==> config.mk <==
export PLATFORM = sky130hd
export DESIGN_NAME = ulf_line_format
export DESIGN_NICKNAME = d
export VERILOG_FILES = /design/src/core/ulf_pkg.sv /design/src/core/ulf_line_format.sv
export SDC_FILE = /design/constraint.sdc
export NUM_CORES = 1
export LEC_CHECK = 0
export ABC_AREA = 1
export BUFFER_PORTS_ARGS = -buffer_cell sky130_fd_sc_hd__buf_2
export CAP_MARGIN = 10
export CELL_PAD_IN_SITES_DETAIL_PLACEMENT = 1
export CELL_PAD_IN_SITES_GLOBAL_PLACEMENT = 2
export CORE_MARGIN = 2
export CORE_UTILIZATION = 26
export DETAILED_ROUTE_END_ITERATION = 12
export PLACE_DENSITY_LB_ADDON = 0.1
export SYNTH_ARGS = -nofsm -noshare
export SYNTH_HDL_FRONTEND = slang
export SYNTH_SLANG_ARGS = --single-unit
==> constraint.sdc <==
create_clock -name i_core_clk -period 4.15 [get_ports i_core_clk]
set_input_delay 0.6225 -clock i_core_clk [delete_from_list [all_inputs] [get_ports i_core_clk]]
set_output_delay 0.6225 -clock i_core_clk [all_outputs]
set_load 0.05 [all_outputs]
==> src/core/ulf_pkg.sv <==
// Register map, field layout and frame types of the line format block.
package ulf_pkg;

  localparam int unsigned ADDR_W = 2;
  localparam int unsigned DATA_W = 8;

  localparam logic [1:0] OFS_LINE_FORMAT = 2'h0;
  localparam logic [1:0] OFS_LINE_STATUS = 2'h1;

  localparam logic [7:0] LINE_FORMAT_RST = 8'h00;

  localparam int unsigned POS_CHAR_SIZE_LO      = 0;
  localparam int unsigned POS_STOP_BIT_SELECT   = 2;
  localparam int unsigned POS_PARITY_ON         = 3;
  localparam int unsigned POS_PARITY_SENSE_EVEN = 4;
  localparam int unsigned POS_PARITY_FORCE      = 5;
  localparam int unsigned POS_LINE_BREAK_FORCE  = 6;
  localparam int unsigned POS_RX_QUEUE_ENABLE   = 7;

  localparam logic [1:0] CHAR_SIZE_5 = 2'h0;
  localparam logic [1:0] CHAR_SIZE_6 = 2'h1;
  localparam logic [1:0] CHAR_SIZE_7 = 2'h2;
  localparam logic [1:0] CHAR_SIZE_8 = 2'h3;

  localparam logic [3:0] CHAR_BITS_5 = 4'h5;
  localparam logic [3:0] CHAR_BITS_6 = 4'h6;
  localparam logic [3:0] CHAR_BITS_7 = 4'h7;
  localparam logic [3:0] CHAR_BITS_8 = 4'h8;

  // Stop length in half bit times: 1, 1.5 and 2 stop bits.
  localparam logic [2:0] STOP_HALF_1   = 3'h2;
  localparam logic [2:0] STOP_HALF_1P5 = 3'h3;
  localparam logic [2:0] STOP_HALF_2   = 3'h4;

  localparam logic SERIAL_IDLE  = 1'b1;
  localparam logic SERIAL_BREAK = 1'b0;

  typedef struct packed {
    logic       rx_queue_enable;
    logic       line_break_force;
    logic       parity_force;
    logic       parity_sense_even;
    logic       parity_on;
    logic       stop_bit_select;
    logic [1:0] char_size_code;
  } ulf_line_format_type;

  typedef struct packed {
    logic [3:0] char_bits;
    logic [2:0] stop_half_bits;
    logic       parity_on;
  } ulf_frame_type;

endpackage

==> src/core/ulf_line_format.sv <==
// Line format register and frame control for one asynchronous serial port.
`timescale 1ns/1ps

module ulf_line_format (
  // Clock and reset
  input  wire logic                          i_core_clk,
  input  wire logic                          i_rst_b,
  // Register port
  input  wire logic [ulf_pkg::ADDR_W-1:0]    i_reg_addr,
  input  wire logic [ulf_pkg::DATA_W-1:0]    i_reg_wdata,
  input  wire logic                          i_reg_wr,
  input  wire logic                          i_reg_rd,
  output logic      [ulf_pkg::DATA_W-1:0]    o_reg_rdata,
  // Transmit side
  input  wire logic                          i_tx_shift_bit,
  input  wire logic [7:0]                    i_tx_char,
  output logic                               o_serial_tx_line,
  output logic                               o_tx_parity_bit,
  // Receive side
  input  wire logic [7:0]                    i_rx_char,
  input  wire logic                          i_rx_parity_bit,
  input  wire logic                          i_rx_char_valid,
  output logic                               o_rx_parity_err,
  // Frame setup and queue control
  output ulf_pkg::ulf_frame_type             o_frame,
  output logic                               o_rx_queue_enable,
  output logic                               o_rx_flow_ctrl_on,
  output logic                               o_rx_queue_reinit
);

  // Decoded frame and parity signals between the register and the flops.
  ulf_pkg::ulf_line_format_type serial_line_format_r;
  ulf_pkg::ulf_frame_type       frame_nxt;
  logic [7:0]                   char_mask;
  logic                         tx_parity_nxt;
  logic                         rx_parity_exp;
  logic                         rx_parity_err_r;
  logic                         rx_queue_enable_d_r;

  // Register write; all fields reset to zero and read back as written.
  // Writes to any other offset are dropped, so the status word stays
  // read-only.
  always_ff @(posedge i_core_clk) begin
    if (!i_rst_b) begin
      serial_line_format_r <= ulf_pkg::LINE_FORMAT_RST;
    end else if (i_reg_wr && i_reg_addr == ulf_pkg::OFS_LINE_FORMAT) begin
      serial_line_format_r <= i_reg_wdata;
    end
  end

  // Read data stands only in the cycle after the read strobe.
  // Unmapped offsets read as zero rather than aliasing the format word.
  always_ff @(posedge i_core_clk) begin
    if (!i_rst_b) begin
      o_reg_rdata <= 8'h00;
    end else if (i_reg_rd) begin
      case (i_reg_addr)
        ulf_pkg::OFS_LINE_FORMAT: begin
          o_reg_rdata <= serial_line_format_r;
        end
        ulf_pkg::OFS_LINE_STATUS: begin
          o_reg_rdata <= {6'h00, rx_parity_err_r, o_serial_tx_line};
        end
        default: begin
          o_reg_rdata <= 8'h00;
        end
      endcase
    end else begin
      o_reg_rdata <= 8'h00;
    end
  end

  // Frame decode and the mask that drops unused high data bits.
  // The frame word is registered, so the shifters see a settled setup one
  // cycle after the register write, never a half-written one.
  always_comb begin
    frame_nxt.parity_on = serial_line_format_r.parity_on;
    case (serial_line_format_r.char_size_code)
      ulf_pkg::CHAR_SIZE_5: begin
        frame_nxt.char_bits = ulf_pkg::CHAR_BITS_5;
        char_mask           = 8'h1f;
      end
      ulf_pkg::CHAR_SIZE_6: begin
        frame_nxt.char_bits = ulf_pkg::CHAR_BITS_6;
        char_mask           = 8'h3f;
      end
      ulf_pkg::CHAR_SIZE_7: begin
        frame_nxt.char_bits = ulf_pkg::CHAR_BITS_7;
        char_mask           = 8'h7f;
      end
      default: begin
        frame_nxt.char_bits = ulf_pkg::CHAR_BITS_8;
        char_mask           = 8'hff;
      end
    endcase
    if (!serial_line_format_r.stop_bit_select) begin
      frame_nxt.stop_half_bits = ulf_pkg::STOP_HALF_1;
    end else if (serial_line_format_r.char_size_code ==
                 ulf_pkg::CHAR_SIZE_5) begin
      frame_nxt.stop_half_bits = ulf_pkg::STOP_HALF_1P5;
    end else begin
      frame_nxt.stop_half_bits = ulf_pkg::STOP_HALF_2;
    end
  end

  // The same parity rule serves the sending and the checking side.
  ulf_parity_calc #(
    .WIDTH (ulf_pkg::DATA_W)
  ) tx_parity_i (
    .i_data              (i_tx_char),
    .i_mask              (char_mask),
    .i_parity_force      (serial_line_format_r.parity_force),
    .i_parity_sense_even (serial_line_format_r.parity_sense_even),
    .o_parity            (tx_parity_nxt)
  );

  ulf_parity_calc #(
    .WIDTH (ulf_pkg::DATA_W)
  ) rx_parity_i (
    .i_data              (i_rx_char),
    .i_mask              (char_mask),
    .i_parity_force      (serial_line_format_r.parity_force),
    .i_parity_sense_even (serial_line_format_r.parity_sense_even),
    .o_parity            (rx_parity_exp)
  );

  // Frame setup and transmit parity are registered so that every output
  // comes straight from a flip-flop.
  always_ff @(posedge i_core_clk) begin
    if (!i_rst_b) begin
      o_frame         <= '0;
      o_tx_parity_bit <= 1'b0;
    end else begin
      o_frame         <= frame_nxt;
      o_tx_parity_bit <= tx_parity_nxt;
    end
  end

  // Break overrides whatever the shifter is sending.
  // It is applied ahead of the output flop, so the line never glitches high
  // between two characters while the field stays set.
  always_ff @(posedge i_core_clk) begin
    if (!i_rst_b) begin
      o_serial_tx_line <= ulf_pkg::SERIAL_IDLE;
    end else if (serial_line_format_r.line_break_force) begin
      o_serial_tx_line <= ulf_pkg::SERIAL_BREAK;
    end else begin
      o_serial_tx_line <= i_tx_shift_bit;
    end
  end

  // Parity error flag: checked only with parity on, sticky until the next
  // received character so software can sample it through the status word.
  always_ff @(posedge i_core_clk) begin
    if (!i_rst_b) begin
      rx_parity_err_r <= 1'b0;
    end else if (i_rx_char_valid) begin
      rx_parity_err_r <= serial_line_format_r.parity_on &&
                         (i_rx_parity_bit != rx_parity_exp);
    end
  end

  assign o_rx_parity_err = rx_parity_err_r;

  // Queue enable and flow control follow the field; a rising edge of the
  // field gives a one-cycle reinitialise pulse to the receive queue.
  // The pulse rides on the registered field, so a write that leaves the
  // field set gives no second pulse.
  always_ff @(posedge i_core_clk) begin
    if (!i_rst_b) begin
      rx_queue_enable_d_r <= 1'b0;
      o_rx_queue_enable   <= 1'b0;
      o_rx_flow_ctrl_on   <= 1'b0;
      o_rx_queue_reinit   <= 1'b0;
    end else begin
      rx_queue_enable_d_r <= serial_line_format_r.rx_queue_enable;
      o_rx_queue_enable   <= serial_line_format_r.rx_queue_enable;
      o_rx_flow_ctrl_on   <= serial_line_format_r.rx_queue_enable;
      o_rx_queue_reinit   <= serial_line_format_r.rx_queue_enable &&
                             !rx_queue_enable_d_r;
    end
  end

endmodule

// Parity over the live data bits of one character; forcing ignores data.
// Odd sense wants the ones of data and parity bit together to be odd.
module ulf_parity_calc #(
  parameter int unsigned WIDTH = 8
) (
  // Character and the mask of its live bits
  input  wire logic [WIDTH-1:0] i_data,
  input  wire logic [WIDTH-1:0] i_mask,
  // Parity options from the line format
  input  wire logic             i_parity_force,
  input  wire logic             i_parity_sense_even,
  // Parity bit to send or to expect
  output logic                  o_parity
);

  logic data_ones_odd;

  // For odd sense the bit is the inverted reduction, for even sense the
  // plain one; a forced bit is the inverse of the sense field.
  always_comb begin
    data_ones_odd = ^(i_data & i_mask);
    if (i_parity_force) begin
      o_parity = ~i_parity_sense_even;
    end else begin
      o_parity = data_ones_odd ^ ~i_parity_sense_even;
    end
  end

endmodule

==> impl_metrics.tcl <==
set metrics [dict create \
    status "completed" \
    wl_per_cell_um 11.01 \
    cts_root_buffer "clkbuf_8" \
    clk_latency_ns 0.27 \
    die_x_um 74.95 \
    cap_viol_max_count 0 \
    grt_pass1_wl_um 5409 \
    hp-class "flip-flop to flip-flop" \
    p_per_area_nw_per_um2 380.6 \
    synth_seq_cells 29 \
    layout_commonest_cell "buf_2" \
    diodes 0 \
    cts_setup_buffers 0 \
    comb_power_share 0.180 \
    cts_resized 0 \
    netlist.area_leader.share 0.4436 \
    syn_nets 212 \
    fin_util 0.3652 \
    min_path_cells 1 \
    seq_area_frac_synth 0.4436 \
    synthTopCellsByArea "dfxtp_1 (44%), nand2_1 (11%), inv_1 (7.7%)" \
    nFillCells 641 \
    use_met2 0.2222 \
    multiInputGateArea_um2 606.8 \
    p_switching_mw 0.1847 \
    seqPwrFrac 0.443 \
    swShare 0.2777 \
    cts_tree "yes" \
    final_nets 270 \
    overflow 0 \
    internal_power_mw 0.4805 \
    firstDrtPassIters 4 \
    dp_cells 293 \
    grt_use_met1 0.1477 \
    start_kind "flip-flop" \
    layoutNonFillerInstCount 301 \
    critPathKind "flip-flop to flip-flop" \
    start_util 0.2735 \
    hold_buffers 0 \
    pwr-share-clk 0.377 \
    grt_antenna_before_repair 0 \
    synthDistinctLibCells 20 \
    largestRegisters "o_frame (8), o_reg_rdata (8), serial_line_format_r (7)" \
    drc 0 \
    postSynthCellCount 175 \
    peakVddDrop_mv 0.1557 \
    maxSlewViolCount 0 \
    fmax_ghz 0.6118 \
    core_area_um2 4786 \
    tns_ns 0 \
    min_period_ns 1.634 \
    cts_made_buffers 5 \
    wl_um 3313 \
    drive_gt1_frac 0.3077 \
    syn_to_final_growth_pct 33.56 \
    path_clk_slew_ns 0.06 \
    place.gp.congestion 0.7134 \
    crit_arrival_ns 1.80 \
    route.detailed.vias_per_inst 4.262 \
    cts.sinks 29 \
    required_ns 4.31 \
    routed-via-count 1283 \
    layout_common_cells "buf_2 (54), nand2_1 (39), dfxtp_1 (29)" \
    grt-busiest-layer "met2" \
    cts-htree-levels 2 \
    fin_skew_ns 0.002381 \
    grt_pass1_vias 1242 \
    yosysWarnings 0 \
    rsz0062_at_grt "false" \
    postRouteAntennaNets 0 \
    yosysTopAreaCell "dfxtp_1" \
    syn_area_per_cell_um2 7.479 \
    grt_use_met3 0.04552 \
    clock_path_buffers 2 \
    period_share 0.3938 \
    dieArea_um2 5618 \
    crit_path_end_kind "flip-flop" \
    io_pins 55 \
    hold_viol 0 \
    cp_max_fo 7 \
    grt_usage 0.1293 \
    max-slew-margin-rel 0.7140 \
    rows 25 \
    tightest_slew_ns 0.4279 \
    die_h_um 74.95 \
    finalSetupViolations 0 \
    r2r_cells 12 \
    drtIter0Drc 36 \
    grt_max_degree 18 \
    synthesis.area_um2 1309 \
    io_buffers 54 \
    power_leakage_nw 0.9506 \
    hpwl_um 2753 \
    r2r_slack_ns 2.52 \
    register_area_um2 580.6 \
]
final timing paths:
kind / start / to
setup reg to reg: serial_line_format_r[1]$_SDFFE_PN0P_ / o_rx_parity_err$_SDFFE_PN0P_
hold reg to reg: rx_queue_enable_d_r$_SDFF_PN0_ / o_rx_queue_reinit$_SDFF_PN0_
setup / recovery: serial_line_format_r[1]$_SDFFE_PN0P_ / o_rx_parity_err$_SDFFE_PN0P_
hold / removal: rx_queue_enable_d_r$_SDFF_PN0_ / o_rx_queue_reinit$_SDFF_PN0_
metal layers:
| metal | part of all wire | wire, um | vias up |
|---|---|---|---|
| met5 | 0 | 0 | - |
| met4 | 0.014 | 46 | 0 |
| met3 | 0.073 | 242 | 7 |
| met2 | 0.49 | 1632 | 42 |
| met1 | 0.42 | 1391 | 581 |
| li1 | - | - | 653 |
kinds of logic after synthesis:
group / synth area share
xor+xnor: 0.06501
flops: 0.4436
compound gates: 0.06884
buf+inv: 0.09273
simple gates: 0.2916
fa+ha+maj: 0.03824
power groups by stage:
| stage | sequential (mW) | combinational [mW] | clock [mW] |
|---|---|---|---|
| global placement | 0.301 | 0.118 | 0 |
| detailed placement | 0.301 | 0.122 | 0 |
| finish | 0.295 | 0.120 | 0.251 |
| CTS | 0.295 | 0.122 | 0.262 |
| floorplan | 0.326 | 0.0579 | 0 |
| global route | 0.296 | 0.135 | 0.273 |
cells in the mapped netlist, drive strengths merged:
| cell | instances |
|---|---|
| inv | 28 |
| clkbuf | 1 |
| nand2 | 44 |
| nand4 | 1 |
| xnor2 | 6 |
| nand2b | 1 |
| xor2 | 2 |
| ha | 4 |
| nand3 | 19 |
| nor3 | 3 |
| o21ai | 8 |
| a21oi | 10 |
| nor2 | 17 |
| dfxtp | 29 |
| buf | 2 |
through the flow:
stage          hold slack [ns]  area [um2]  power [mW]  setup slack (ns)
2_1_floorplan           0.4340        1309      0.3836             2.614
3_3_place_gp            0.4135        1647      0.4188             2.314
3_5_place_dp            0.4324        1647      0.4226             2.325
4_1_cts                 0.4445        1748      0.6794             2.464
5_1_grt                 0.4740        1748      0.7041             2.270
6_report                0.4295        1748      0.6652             2.516
critical path, stage by stage, from the launching register on:
cell	delay (ns)
dfxtp_1	0.41
inv_1	0.09
ha_1	0.21
inv_2	0.13
nand2_1	0.10
nand2_1	0.07
nand2_1	0.06
nand3_1	0.10
nand3_1	0.08
nand2_1	0.07
nand3_1	0.06
nand3_1	0.09
a21oi_1	0.06
area by class of cell:
cell class / instances / area share
inverter: 28 / 0.06013
tap: 67 / 0.04796
sequential: 29 / 0.3321
timing repair buffer: 54 / 0.1546
clock buffer: 7 / 0.05512
clock inverter: 1 / 0.002863
multi-input combinational: 115 / 0.3472
Note: power is estimated with default switching activity, not from simulation.
